--- src/verilog/puic_regs.svh ---
// Functional notes
// - direction pin rising edge selects infuse, falling edge selects refill.
// - trigger pin falling edge fires next program event; rising edge ignored.
// - momentary footswitch mode: each falling edge toggles run and stop.
// - level footswitch mode: rising edge starts, falling edge stops.
// - inverted footswitch mode: falling edge starts, rising edge stops.
// - both trigger outputs reset low, change only by software command.
// - sync output rises when infuse begins, falls when refill begins.
// - direction output high while refilling, low while infusing.
// - valve output high when actuated, low when off.
// - valve in auto setting follows every direction change.
// - run indicator is active low, low while motor runs.
// - analog mode samples input and updates rate every 100 ms.
// - each satellite status maps to its own colour code.
`ifndef PUIC_REGS_SVH
`define PUIC_REGS_SVH

// ---------------------------------------------------------------
// register byte offsets
// ---------------------------------------------------------------
`define PUIC_ADDR_CTRL 8'h00
`define PUIC_ADDR_CMD 8'h04
`define PUIC_ADDR_STATUS 8'h08
`define PUIC_ADDR_ISTAT 8'h0C
`define PUIC_ADDR_IMASK 8'h10
`define PUIC_ADDR_SAT 8'h14
`define PUIC_ADDR_RATE 8'h18

// ---------------------------------------------------------------
// field positions
// ---------------------------------------------------------------
`define PUIC_CTRL_FOOT_LSB 0
`define PUIC_CTRL_VALVE_LSB 2
`define PUIC_CTRL_ANALOG_BIT 4
`define PUIC_CTRL_TRIG1_BIT 5
`define PUIC_CTRL_TRIG2_BIT 6
`define PUIC_CMD_START_BIT 0
`define PUIC_CMD_STOP_BIT 1
`define PUIC_CMD_INFUSE_BIT 2
`define PUIC_CMD_REFILL_BIT 3
`define PUIC_EV_TRIG_BIT 0
`define PUIC_EV_RATE_BIT 1
`define PUIC_EV_DIR_BIT 2
`define PUIC_EV_RUN_BIT 3
`define PUIC_SAT0_LSB 0
`define PUIC_SAT1_LSB 2

// ---------------------------------------------------------------
// reset values
// ---------------------------------------------------------------
`define PUIC_IMASK_RESET 4'h0
`define PUIC_RATE_RESET 12'h000
`define PUIC_PIN_RESET 1'b1

// ---------------------------------------------------------------
// timing
// ---------------------------------------------------------------
`define PUIC_CLK_HZ 200000000
`define PUIC_MIN_PULSE_MS 100
`define PUIC_SETTLE_MS 250
`define PUIC_ANALOG_CYCLE_MS 100
`define PUIC_ANALOG_CYCLE_CYC (`PUIC_ANALOG_CYCLE_MS * (`PUIC_CLK_HZ / 1000))
`define PUIC_PACER_W 25

`endif

--- src/verilog/puic_pkg.sv ---
`include "puic_regs.svh"
package puic_pkg;

  // footswitch behaviour; every code is legal
  typedef enum logic [1:0] {
    FOOT_MOMENTARY = 2'b00,
    FOOT_LEVEL = 2'b01,
    FOOT_INVERTED = 2'b10,
    FOOT_OFF = 2'b11
  } puic_foot_mode_type;

  // valve setting; code 2'b11 is illegal, reads back as 2'b11 and drives the valve off
  typedef enum logic [1:0] {
    VALVE_OFF = 2'b00,
    VALVE_ON = 2'b01,
    VALVE_AUTO = 2'b10
  } puic_valve_mode_type;

  typedef enum logic [1:0] {
    SAT_STOPPED = 2'b00,
    SAT_COMM_ERR = 2'b01,
    SAT_STALL = 2'b10,
    SAT_RUNNING = 2'b11
  } puic_sat_status_type;

  typedef enum logic [1:0] {
    COLOUR_BLUE = 2'b00,
    COLOUR_RED = 2'b01,
    COLOUR_YELLOW = 2'b10,
    COLOUR_GREEN = 2'b11
  } puic_colour_type;

  typedef struct packed {
    logic s1;
    logic s2;
    logic s3;
    logic level;
    logic rise;
    logic fall;
  } puic_sync_state_type;

  typedef struct packed {
    logic [`PUIC_PACER_W-1:0] count;
    logic tick;
  } puic_pacer_state_type;

  typedef struct packed {
    puic_foot_mode_type foot_mode;
    puic_valve_mode_type valve_mode;
    logic analog_en;
    logic trig1;
    logic trig2;
    logic running;
    logic refill;
    logic valve;
    logic sync;
    logic run_n;
    logic prog_event;
    logic [3:0] istat;
    logic [3:0] imask;
    logic irq;
    puic_sat_status_type sat0;
    puic_sat_status_type sat1;
    puic_colour_type col0;
    puic_colour_type col1;
    logic [11:0] rate;
    logic rate_strobe;
    logic pready;
    logic [31:0] prdata;
    logic pslverr;
  } puic_state_type;

  // satellite status to display colour
  function automatic puic_colour_type puic_colour_of(input puic_sat_status_type st);
    unique case (st)
      SAT_STOPPED: puic_colour_of = COLOUR_BLUE;
      SAT_COMM_ERR: puic_colour_of = COLOUR_RED;
      SAT_STALL: puic_colour_of = COLOUR_YELLOW;
      SAT_RUNNING: puic_colour_of = COLOUR_GREEN;
    endcase
  endfunction

endpackage

--- src/verilog/puic_input_sync.sv ---
`timescale 1ns/1ps
`include "puic_regs.svh"
module puic_input_sync (
  // clock and reset
  input wire logic pclk,
  input wire logic presetn,
  // pin side
  input wire logic pin,
  // edge events
  output logic rise,
  output logic fall
);
  import puic_pkg::*;

  puic_sync_state_type s;
  puic_sync_state_type next_s;

  // three stages; level moves only once stages two and three agree
  always_comb begin
    next_s = s;
    next_s.s1 = pin;
    next_s.s2 = s.s1;
    next_s.s3 = s.s2;
    if (s.s2 == s.s3) begin
      next_s.level = s.s3;
    end
    next_s.rise = next_s.level & ~s.level;
    next_s.fall = ~next_s.level & s.level;
  end

  // inputs idle high through pull-ups, so reset to high
  always_ff @(posedge pclk or negedge presetn) begin
    if (!presetn) begin
      s <= {{4{`PUIC_PIN_RESET}}, 2'b00};
    end else begin
      s <= next_s;
    end
  end

  assign rise = s.rise;
  assign fall = s.fall;
endmodule // puic_input_sync

--- src/verilog/puic_rate_pacer.sv ---
`timescale 1ns/1ps
`include "puic_regs.svh"
module puic_rate_pacer #(
  parameter int unsigned CYCLES = `PUIC_ANALOG_CYCLE_CYC
) (
  // clock and reset
  input wire logic pclk,
  input wire logic presetn,
  // control
  input wire logic enable,
  // one pulse per period
  output logic tick
);
  import puic_pkg::*;

  localparam logic [`PUIC_PACER_W-1:0] LAST = `PUIC_PACER_W'(CYCLES - 1);

  puic_pacer_state_type s;
  puic_pacer_state_type next_s;

  // free count while enabled; restarts from zero on enable
  always_comb begin
    next_s = s;
    next_s.tick = 1'b0;
    if (!enable) begin
      next_s.count = '0;
    end else if (s.count == LAST) begin
      next_s.count = '0;
      next_s.tick = 1'b1;
    end else begin
      next_s.count = s.count + `PUIC_PACER_W'(1);
    end
  end

  always_ff @(posedge pclk or negedge presetn) begin
    if (!presetn) begin
      s <= '0;
    end else begin
      s <= next_s;
    end
  end

  assign tick = s.tick;
endmodule // puic_rate_pacer

--- src/verilog/puic_top.sv ---
// The implementer's own choices: the APB register port and the address map.
`timescale 1ns/1ps
`include "puic_regs.svh"
module puic_top #(
  parameter int unsigned ANALOG_CYCLES = `PUIC_ANALOG_CYCLE_CYC
) (
  // clock and reset
  input wire logic pclk,
  input wire logic presetn,
  // apb slave
  input wire logic psel,
  input wire logic penable,
  input wire logic pwrite,
  input wire logic [7:0] paddr,
  input wire logic [31:0] pwdata,
  output logic pready,
  output logic [31:0] prdata,
  output logic pslverr,
  // user input pins
  input wire logic dir_in,
  input wire logic trig_in,
  input wire logic foot_in,
  // analog converter result
  input wire logic [11:0] analog_code,
  // user output pins
  output logic trig1_out,
  output logic trig2_out,
  output logic sync_out,
  output logic dir_out,
  output logic valve_out,
  output logic run_ind_n,
  // pump side
  output logic program_event,
  output logic [11:0] rate_value,
  output logic rate_strobe,
  output puic_pkg::puic_colour_type sat0_colour,
  output puic_pkg::puic_colour_type sat1_colour,
  // interrupt
  output logic irq
);
  import puic_pkg::*;

  // ---------------------------------------------------------------
  // input synchronisers and rate pacer
  // ---------------------------------------------------------------
  logic dir_rise;
  logic dir_fall;
  logic trig_rise;
  logic trig_fall;
  logic foot_rise;
  logic foot_fall;
  logic rate_tick;

  puic_input_sync u_dir_sync (
    .pclk(pclk),
    .presetn(presetn),
    .pin(dir_in),
    .rise(dir_rise),
    .fall(dir_fall)
  );

  puic_input_sync u_trig_sync (
    .pclk(pclk),
    .presetn(presetn),
    .pin(trig_in),
    .rise(trig_rise),
    .fall(trig_fall)
  );

  puic_input_sync u_foot_sync (
    .pclk(pclk),
    .presetn(presetn),
    .pin(foot_in),
    .rise(foot_rise),
    .fall(foot_fall)
  );

  puic_state_type s;
  puic_state_type next_s;

  puic_rate_pacer #(
    .CYCLES(ANALOG_CYCLES)
  ) u_pacer (
    .pclk(pclk),
    .presetn(presetn),
    .enable(s.analog_en),
    .tick(rate_tick)
  );

  // ---------------------------------------------------------------
  // bus decode
  // ---------------------------------------------------------------
  logic access;
  logic wr_now;
  logic hit;
  logic [31:0] rd_word;
  logic cmd_wr;
  logic ctrl_wr;

  // one wait state so read data leaves a flip-flop
  assign access = psel & penable & ~s.pready;
  assign wr_now = psel & penable & s.pready & pwrite;
  assign cmd_wr = wr_now & (paddr == `PUIC_ADDR_CMD);
  assign ctrl_wr = wr_now & (paddr == `PUIC_ADDR_CTRL);

  // read mux; command register reads zero
  always_comb begin
    hit = 1'b1;
    rd_word = 32'h0000_0000;
    unique case (paddr)
      `PUIC_ADDR_CTRL: begin
        rd_word = {25'h000_0000, s.trig2, s.trig1, s.analog_en, s.valve_mode, s.foot_mode};
      end
      `PUIC_ADDR_CMD: begin
        rd_word = 32'h0000_0000;
      end
      `PUIC_ADDR_STATUS: begin
        rd_word = {27'h000_0000, s.trig2, s.trig1, s.valve, s.refill, s.running};
      end
      `PUIC_ADDR_ISTAT: begin
        rd_word = {28'h000_0000, s.istat};
      end
      `PUIC_ADDR_IMASK: begin
        rd_word = {28'h000_0000, s.imask};
      end
      `PUIC_ADDR_SAT: begin
        rd_word = {28'h000_0000, s.sat1, s.sat0};
      end
      `PUIC_ADDR_RATE: begin
        rd_word = {20'h0_0000, s.rate};
      end
      default: begin
        hit = 1'b0;
      end
    endcase
  end

  // ---------------------------------------------------------------
  // next state
  // ---------------------------------------------------------------
  logic run_v;
  logic refill_v;
  logic [3:0] events;
  logic [3:0] clr;

  always_comb begin
    next_s = s;
    next_s.prog_event = 1'b0;
    next_s.rate_strobe = 1'b0;
    next_s.pslverr = 1'b0;
    next_s.pready = access;
    if (access) begin
      next_s.prdata = rd_word;
      next_s.pslverr = ~hit;
    end
    clr = 4'h0;

    // software-owned registers
    if (ctrl_wr) begin
      next_s.foot_mode = puic_foot_mode_type'(pwdata[`PUIC_CTRL_FOOT_LSB +: 2]);
      next_s.valve_mode = puic_valve_mode_type'(pwdata[`PUIC_CTRL_VALVE_LSB +: 2]);
      next_s.analog_en = pwdata[`PUIC_CTRL_ANALOG_BIT];
      next_s.trig1 = pwdata[`PUIC_CTRL_TRIG1_BIT];
      next_s.trig2 = pwdata[`PUIC_CTRL_TRIG2_BIT];
    end
    if (wr_now && paddr == `PUIC_ADDR_IMASK) begin
      next_s.imask = pwdata[3:0];
    end
    if (wr_now && paddr == `PUIC_ADDR_SAT) begin
      next_s.sat0 = puic_sat_status_type'(pwdata[`PUIC_SAT0_LSB +: 2]);
      next_s.sat1 = puic_sat_status_type'(pwdata[`PUIC_SAT1_LSB +: 2]);
    end
    if (wr_now && paddr == `PUIC_ADDR_ISTAT) begin
      clr = pwdata[3:0];
    end

    // run state: command first, footswitch edge has the last word
    run_v = s.running;
    if (cmd_wr && pwdata[`PUIC_CMD_START_BIT]) begin
      run_v = 1'b1;
    end
    if (cmd_wr && pwdata[`PUIC_CMD_STOP_BIT]) begin
      run_v = 1'b0;
    end
    unique case (s.foot_mode)
      FOOT_MOMENTARY: begin
        if (foot_fall) begin
          run_v = ~run_v;
        end
      end
      FOOT_LEVEL: begin
        if (foot_rise) begin
          run_v = 1'b1;
        end else if (foot_fall) begin
          run_v = 1'b0;
        end
      end
      FOOT_INVERTED: begin
        if (foot_fall) begin
          run_v = 1'b1;
        end else if (foot_rise) begin
          run_v = 1'b0;
        end
      end
      FOOT_OFF: begin
        run_v = run_v;
      end
    endcase

    // direction: the pin edge overrides a command in the same cycle
    refill_v = s.refill;
    if (cmd_wr && pwdata[`PUIC_CMD_INFUSE_BIT]) begin
      refill_v = 1'b0;
    end
    if (cmd_wr && pwdata[`PUIC_CMD_REFILL_BIT]) begin
      refill_v = 1'b1;
    end
    if (dir_rise) begin
      refill_v = 1'b0;
    end else if (dir_fall) begin
      refill_v = 1'b1;
    end

    next_s.running = run_v;
    next_s.run_n = ~run_v;
    next_s.refill = refill_v;
    // sync moves only on a phase change, so it stays low until the first change from refill to infuse
    if (s.refill && !refill_v) begin
      next_s.sync = 1'b1;
    end else if (!s.refill && refill_v) begin
      next_s.sync = 1'b0;
    end

    // valve; an illegal setting keeps the valve off
    unique case (next_s.valve_mode)
      VALVE_ON: next_s.valve = 1'b1;
      VALVE_AUTO: next_s.valve = refill_v;
      default: next_s.valve = 1'b0;
    endcase

    // program event on falling trigger edge only
    next_s.prog_event = trig_fall;

    // analog rate update once per pacer period
    if (rate_tick && s.analog_en) begin
      next_s.rate = analog_code;
      next_s.rate_strobe = 1'b1;
    end

    // satellite colours
    next_s.col0 = puic_colour_of(next_s.sat0);
    next_s.col1 = puic_colour_of(next_s.sat1);

    // sticky events; a new event wins over a clear in the same cycle
    events = 4'h0;
    events[`PUIC_EV_TRIG_BIT] = trig_fall;
    events[`PUIC_EV_RATE_BIT] = rate_tick & s.analog_en;
    events[`PUIC_EV_DIR_BIT] = refill_v ^ s.refill;
    events[`PUIC_EV_RUN_BIT] = run_v ^ s.running;
    next_s.istat = (s.istat & ~clr) | events;
    next_s.irq = |(next_s.istat & next_s.imask);
  end

  // ---------------------------------------------------------------
  // state register
  // ---------------------------------------------------------------
  always_ff @(posedge pclk or negedge presetn) begin
    if (!presetn) begin
      s <= '0;
      s.foot_mode <= FOOT_MOMENTARY;
      s.valve_mode <= VALVE_OFF;
      s.run_n <= 1'b1;
      s.imask <= `PUIC_IMASK_RESET;
      s.rate <= `PUIC_RATE_RESET;
      s.col0 <= COLOUR_BLUE;
      s.col1 <= COLOUR_BLUE;
    end else begin
      s <= next_s;
    end
  end

  // outputs straight from the state register
  assign pready = s.pready;
  assign prdata = s.prdata;
  assign pslverr = s.pslverr;
  assign trig1_out = s.trig1;
  assign trig2_out = s.trig2;
  assign sync_out = s.sync;
  assign dir_out = s.refill;
  assign valve_out = s.valve;
  assign run_ind_n = s.run_n;
  assign program_event = s.prog_event;
  assign rate_value = s.rate;
  assign rate_strobe = s.rate_strobe;
  assign sat0_colour = s.col0;
  assign sat1_colour = s.col1;
  assign irq = s.irq;
endmodule // puic_top

--- config.mk ---
export PLATFORM = sky130hd
export DESIGN_NAME = puic_top
export DESIGN_NICKNAME = d
export VERILOG_FILES = /design/src/verilog/puic_pkg.sv /design/src/verilog/puic_input_sync.sv /design/src/verilog/puic_rate_pacer.sv /design/src/verilog/puic_top.sv
export VERILOG_INCLUDE_DIRS = /design/src /design/src/verilog
export SDC_FILE = /design/constraint.sdc
export NUM_CORES = 1
export LEC_CHECK = 0
export BUFFER_PORTS_ARGS = -buffer_cell sky130_fd_sc_hd__buf_2
export CORE_MARGIN = 2
export CORE_UTILIZATION = 53
export CTS_CLUSTER_SIZE = 28
export DETAILED_ROUTE_END_ITERATION = 8
export HOLD_SLACK_MARGIN = 0.15
export PLACE_DENSITY_LB_ADDON = 0.1
export SYNTH_ARGS = -nofsm -noshare
export SYNTH_HDL_FRONTEND = slang
export SYNTH_SLANG_ARGS = --single-unit
--- constraint.sdc ---
create_clock -name pclk -period 3.3 [get_ports pclk]
set_input_delay 0.99 -clock pclk [delete_from_list [all_inputs] [get_ports pclk]]
set_output_delay 0.99 -clock pclk [all_outputs]
set_load 0.01 [all_outputs]
# Word level (Yosys, flattened, before mapping)
# Cells that the tools add are included.
# W data, S select, Z words.
# op_classes
n_addsub	1
multipliers	0
div_mod_pow	0
magnitude_cmp	0
n_eq_ne	21
n_shift	0
mux	32
bitwise	27
n_reduce_logical	19
# ops
cell	n
$pmux W12 S6	1
$mux W25	2
$add A25 B1 Y25 const B	1
$eq A25 B25 Y1 const B	1
$eq A8 B5 Y1 const B	3
$mux W1	21
$eq A8 B4 Y1 const B	2
$pmux W2 S4	2
$eq A2 B2 Y1 const B	7
$and A1 B1 Y1	12
$mux W4	3
$logic_and A1 B1 Y1	10
$not A1 Y1	9
$and A4 B4 Y4	2
$eq A2 B1 Y1 const B	4
$eq A8 B3 Y1 const B	1
$logic_not A8 Y1	1
$reduce_or A7 Y1	1
$logic_not A2 Y1	3
$mux W5	1
$not A4 Y4	1
$or A4 B4 Y4	1
$pmux W1 S4	1
$reduce_or A4 Y1	1
5 further kinds	9
# word_totals
register_bits	100
latchBits	0
ramBits	0
mem_bits_ro	0
output_inout_bits	59
wordCells	142
n_memories	0

# Depth between registers and ports, before layout
# Gate-level depths: netlist of run 1.
# logic_depth
depth_word	14
ltp_mapped	10

# Modules after synthesis
# A second synthesis of run 1 with hierarchy kept.
# hier_totals
hier_cells	433
hier_area_um2	4797.1
# modules_own_cells
module	n_inst	cells_each	area_each_um2	seq_area_each_um2
puic_top	1	261	2850.2	1352.5
puic_rate_pacer	1	145	1395.1	650.6
puic_input_sync	3	9	183.9	155.1

# Worst setup path after synthesis of run 1
# No wires, ideal clock.
# synth_timing
kind	input to register
startpoint	input paddr[5]
endpoint	register s, in the netlist irq
setup_ps	126
arrival_time_ps	3245
required_ps	3174
path_slack_ps	-71
stages	9
path_buffers	0
path_cell_list	nor4_4 > and3_1 > a2bb2oi_1 > ha_1 > or3b_2 > and3_1 > a311oi_1 > o21ai_0 > a221o_1
# synth_lines
element	line	text
start: declaration	puic_top.sv:14	input wire logic [7:0] paddr,
end signal: assignment	puic_top.sv:278	s <= next_s;
end: declaration	puic_top.sv:78	puic_state_type s;

==> results.json, run 1 <==
{
  "slowest_stage": "or4b_4",
  "clockBufferDepth": 2,
  "antenna_found_initial": 0,
  "finalNonFillerCells": 611,
  "die_x_um": 98.0,
  "crit_chain": "buf_2 -> nor4_4 -> and3_1 -> a2bb2oi_2 -> ha_1 -> or4b_4 -> and3_1 -> a311oi_1 -> o21ai_1 -> a221o_1",
  "cap_violations": 0,
  "clock_latency_ps": 360,
  "start_util_pct": 54.2,
  "cpPeakStageDelay_ps": 490,
  "cp_data_arrival_time_ps": 3460,
  "fin_nets": 563,
  "p_per_area_nw_per_um2": 459,
  "synthMostInstantiatedCell": "dfrtp_1",
  "cts.htree.levels": 3,
  "postLayoutCoreUtil_pct": 61.3,
  "syn_area_um2": 4680,
  "ioPinCount": 119,
  "hpwl_um": 6700,
  "cp-end-kind": "register",
  "synth_largest_area_cell": "dfrtp_1",
  "total_power_w": 0.00243,
  "drc_errors": 0,
  "via_per_inst": 5.28,
  "synth_area_leaders": "dfrtp_1 45%, buf_4 7.7%, dfstp_2 7.3%",
  "maxSlewViolCount": 0,
  "critPathMaxFanout": 4,
  "grt-ovfl-total": 0,
  "fin_crit_ps": 3210,
  "period_share_pct": 97.4,
  "grt_pass1_wl_um": 15400,
  "hold_ws_ps": 360,
  "rsz0062_at_grt": "no",
  "synth.top_cell.area_share_pct": 44.9,
  "required_ps": 3550,
  "synth_common_cells": "84 x dfrtp_1, 48 x buf_4, 38 x nor2_1",
  "synth_edf_count": 0,
  "tightest_slew_ps": 749,
  "finalHoldViolCount": 0,
  "start_kind": "input pin",
  "grt_usage_pct": 19.9,
  "dpl.cell_count": 595,
  "grt_start_max_net_pins": 41,
  "synthArstFlopShare_pct": 100,
  "portBuffers": 73,
  "outcome": "finished clean",
  "ff2ff_setup_slack_ps": 490,
  "wire_per_inst_um": 14.8,
  "yosysSeqAreaShare_pct": 52.2,
  "core_um2": 8640,
  "die_area_um2": 9600,
  "finalClockSkew_ps": 9.57,
  "maxSlewHeadroom_pct": 50.0,
  "n_antenna_cell": 0,
  "crit_type": "in2reg",
  "drt_iter0_drc": 126,
  "synth-warning-count": 0,
  "fmax_ghz": 0.311,
  "synth_cell_types": 55,
  "cts_buffers": 9,
  "route.antenna.remaining_nets": 0,
  "synth.avg_cell_area_um2": 11.1,
  "tns_ps": 0,
  "ys.flop_type": "dfrtp_1",
  "ctsRootBufferMaster": "clkbuf_8",
  "max-vdd-ir-drop_uv": 253,
  "clkSlewWorstSetupHoldPaths_ps": 90,
  "via_count": 3224,
  "cts_tree": "done",
  "syn_inst": 422,
  "core.rowCount": 34,
  "wl_um": 9030,
  "first_global_vias": 3193,
  "crit_top_cell": "and3_1",
  "area_growth_pct": 13.2,
  "cts.sinks": 97,
  "leakagePower_nw": 2.59,
  "ys_ff_latch": 97,
  "layout-drive-gt1-share_pct": 33.2,
  "die_h_um": 98.0,
  "gp_congestion": 0.854,
  "drtPass1Iterations": 4,
  "setup_viol": 0,
  "hold_class": "reg2reg"
}
==> cells by family (layout without fill, tap and decap cells) <==
family	Yosys count	count (layout)	synth area share, %
flip-flops	97	97	52.2
buffers and inverters	72	134	9.76
AO/OA/AOI/OAI	36	36	6.10
multiplexers	32	32	7.49
adder cells (fa/ha/maj)	8	8	1.98
XOR/XNOR	24	24	4.49
AND/OR/NAND/NOR	152	152	17.9
other	1	20	0.0801
==> where the power goes <==
group | switching, W | internal, W
sequential | 0.0000680 | 0.00128
clock | 0.000411 | 0.000353
combinational | 0.000170 | 0.000150
==> sequential cells by signal, summed over array words and instances, names as in the netlist, 2 cells and up, named ones only <==
register / flops
s: 15
u_trig_sync.s: 2
u_foot_sync.next_s: 2
u_dir_sync.next_s: 2
rate_value: 12
u_trig_sync.next_s: 2
u_foot_sync.s: 2
u_dir_sync.s: 2
prdata: 12
u_pacer.s: 25
==> worst paths after layout <==
kind                                       startpoint               endpoint  cells past startpoint
worst min-delay path            u_trig_sync.next_s[4]  u_trig_sync.next_s[3]                      0
worst max register to register                 pready                    irq                      9
worst max-delay path                         paddr[6]                    irq                     10
worst min register to register  u_trig_sync.next_s[4]  u_trig_sync.next_s[3]                      0
min in group asynchronous                     presetn          rate_value[8]                      1
max in group asynchronous                     presetn       u_trig_sync.s[2]                      2
==> metal layers <==
layer  track usage, %  part of all wire (%)  vias to the layer above
li1                 -                     -                     1568
met1             26.7                    45                     1560
met2             32.2                    48                       79
met3             3.65                   4.4                       17
met4             8.33                   2.2                        0
met5                0                     0                        -
==> worst max-delay path: cells and delay by family <==
family          cells  cell delay, ps
simple gates        4            1350
buf+inv             1             120
compound gates      4             820
fa+ha+maj           1             180
==> area by class of cell <==
class	instances	area, um2
clock buffer	10	128
inverter	16	60.1
clock inverter	6	68.8
sequential	97	2440
tap	108	135
timing repair buffer	102	598
fill	754	3340
multi-input combinational	272	1860
==> cell usage in the layout, fill, tap and decap left out, types with 5 or more instances in the layout <==
master,netlist,layout
dfrtp_1,84,84
buf_2,5,72
nor2_1,38,38
nand2_1,36,36
buf_4,48,29
mux2_2,24,24
conb_1,1,20
xnor2_1,19,19
inv_1,16,16
nor3_1,14,14
nand3_1,13,13
dfstp_2,13,13
nand4_1,10,10
clkbuf_8,0,9
mux2i_1,8,8
o21ai_0,8,7
a221o_1,6,6
and4_1,5,5
xor2_1,5,5
a22o_1,5,5
ha_1,5,5
==> per-stage QoR <==
stage | instance area, um2 | worst slack (ps)
2_1_floorplan | 4760 | 5.70
3_3_place_gp | 5090 | -183
3_5_place_dp | 5090 | -293
4_1_cts | 5290 | 88.9
5_1_grt | 5300 | 12.1
6_report | 5300 | 85.3
==> timing repair <==
action	4_1_cts	5_1_grt
setup buffers	0	0
resized for setup	0	1
setup endpoints to repair	0	1
hold buffers	0	0
Note: power is estimated with default switching activity, not from simulation.
==> run 2: changes to the inputs <==
==> constraint.sdc (replaced) <==
create_clock -name pclk -period 3.3 [get_ports pclk]
set_input_delay 0.33 -clock pclk [delete_from_list [all_inputs] [get_ports pclk]]
set_output_delay 0.33 -clock pclk [all_outputs]
set_load 0.01 [all_outputs]
==> run 2 against run 1 <==
Largest cell class unchanged. Fmax up 11%. Total power increased by 3.0%. Die area is the same. Critical path depth down 1. Utilization fell by 1.4 points. Register-to-register slack worse by 80 ps. Sequential cell count unchanged. Via count is 2.2% lower. Critical endpoint unchanged.
==> results.json, run 2 (synthesized netlist as in run 1, its figures left out) <==
{
  "outcome": "finished clean",
  "hold_class": "in2reg",
  "largest_reg_flops": 25,
  "cts_resized": 0,
  "die_area_um2": 9600,
  "layout-drive-gt1-share_pct": 29.5,
  "cts_buffers": 9,
  "max-vdd-ir-drop_uv": 186,
  "pre_cts_slack_ps": 272,
  "portBuffers": 73,
  "crit_chain": "and4_1 -> and4_1 -> a2bb2oi_1 -> ha_1 -> or3b_2 -> and3_1 -> a311oi_1 -> o21ai_0 -> a221o_1",
  "drc_errors": 0,
  "antenna_found_initial": 0,
  "cp-end-kind": "register",
  "ctsRootBufferMaster": "clkbuf_8",
  "cp.depth": 9,
  "grt_usage_pct": 19.1,
  "via_per_inst": 5.32,
  "tns_ps": 0,
  "finalNonFillerCells": 593,
  "tightest_slew_ps": 762,
  "n_antenna_cell": 0,
  "cpPeakStageDelay_ps": 480,
  "p_seq_share_pct": 53.7,
  "grt-ovfl-total": 0,
  "setup_viol": 0,
  "fin_nets": 545,
  "crit_family": "simple AND/OR/NAND/NOR gates",
  "r2r_start": "pready",
  "via_count": 3153,
  "finalClockSkew_ps": 13.1,
  "cp_data_arrival_time_ps": 3140,
  "crit_top_cell": "and4_1",
  "switchingPower_w": 0.000657,
  "total_power_w": 0.00250,
  "cp-endpoint": "irq",
  "fmax_ghz": 0.346,
  "start_util_pct": 54.2,
  "place_area_um2": 4910,
  "core.rowCount": 34,
  "largest-register": "u_pacer.s",
  "maxSlewHeadroom_pct": 49.1,
  "p_per_area_nw_per_um2": 484,
  "cts_setup_buffers": 0,
  "drt_iter0_drc": 135,
  "clockPowerShare_pct": 34.6,
  "hpwl_um": 6370,
  "switching_share_pct": 26.2,
  "drtPass1Iterations": 4,
  "cts_tree": "done",
  "leakagePower_nw": 2.50,
  "die_x_um": 98.0,
  "fin_ws_ps": 406,
  "grt_pass1_wl_um": 14800,
  "mostFrequentLayoutCell": "dfrtp_1",
  "cellInternalPower_w": 0.00185,
  "start_kind": "register",
  "required_ps": 3550,
  "maxSlewViolCount": 0,
  "slowest_stage": "or3b_2",
  "cts.sinks": 97,
  "crit_path_start": "pready",
  "ioPinCount": 119,
  "clkSlewWorstSetupHoldPaths_ps": 90,
  "first_global_vias": 2997,
  "route.antenna.remaining_nets": 0,
  "reg.largest.list": "u_pacer.s x25, s x15",
  "die_h_um": 98.0,
  "crit_type": "reg2reg",
  "final_cell_mix": "84 x dfrtp_1, 72 x buf_2, 38 x nor2_1, 36 x nand2_1, 24 x mux2_2",
  "finalHoldViolCount": 0,
  "cap_violations": 0,
  "final_area_um2": 5170,
  "cts.htree.levels": 3,
  "dpl.cell_count": 573,
  "path_buf_inv": 0,
  "area_growth_pct": 10.5,
  "wl_um": 8790,
  "combPwrFrac_pct": 11.8,
  "ff2ff_setup_slack_ps": 410,
  "period_share_pct": 87.7,
  "reg2reg_depth": 9,
  "r2r-end": "irq",
  "clock_latency_ps": 360,
  "wire_per_inst_um": 14.8,
  "core_um2": 8640,
  "clockBufferDepth": 2,
  "gp_congestion": 0.855,
  "rsz0062_at_grt": "no",
  "critPathMaxFanout": 5,
  "fin_crit_ps": 2890,
  "grt_start_max_net_pins": 41
}
run 2: what timing repair did:
item / CTS / global route
hold buffers: 4 / 0
endpoints found under the setup margin: 0 / 0
endpoints found under the hold margin: 41 / 0
run 2: cell type report:
| cell class | count | area (um2) |
|---|---|---|
| clock inverter | 6 | 95.1 |
| sequential | 97 | 2440 |
| fill | 736 | 3460 |
| multi-input combinational | 272 | 1850 |
| inverter | 16 | 60.1 |
| clock buffer | 10 | 128 |
| tap | 108 | 135 |
| timing repair buffer | 84 | 460 |
run 2: routing by layer:
layer / part of all wire [%] / track usage (%) / vias to the layer above
met5: 0 / 0 / -
met4: 0.72 / 6.09 / 0
met3: 4.9 / 4.01 / 4
met2: 48 / 30.8 / 75
met1: 46 / 26.3 / 1543
li1: - / - / 1531
run 2: worst min path at each step:
stage                                  to             from  cells after the start  slack [ps]
2_1_floorplan  asynchronous set/reset pin          presetn                      0          30
3_3_place_gp                    prdata[7]          presetn                      1         330
3_5_place_dp                    prdata[7]          presetn                      1         340
4_1_cts                    rate_value[10]  analog_code[10]                      2         160
5_1_grt                         trig2_out        pwdata[6]                      2         160
6_report                            s[72]        pwdata[4]                      3         180
run 2: per-stage QoR:
| stage | utilization, % | hold slack (ps) |
|---|---|---|
| 5_1_grt | 59.9 | 159 |
| 2_1_floorplan | - | 34.4 |
| 6_report | 59.9 | 181 |
| 3_5_place_dp | 56.9 | 338 |
| 3_3_place_gp | 56.9 | 326 |
| 4_1_cts | 59.9 | 165 |
run 2: worst register-to-register path, stage by stage, from the launching register on:
cell	delay, ps
dfrtp_1	380
and4_1	350
and4_1	260
a2bb2oi_1	250
ha_1	170
or3b_2	480
and3_1	180
a311oi_1	240
o21ai_0	160
a221o_1	320
run 2: power by group through the flow:
stage | Combinational, W | Sequential [W] | Clock [W]
final | 0.000295 | 0.00134 | 0.000865
after global routing | 0.000335 | 0.00136 | 0.000933
after CTS | 0.000299 | 0.00134 | 0.000894
after detailed placement | 0.000295 | 0.00136 | 0
after global placement | 0.000283 | 0.00136 | 0
after floorplan | 0.000205 | 0.00136 | 0
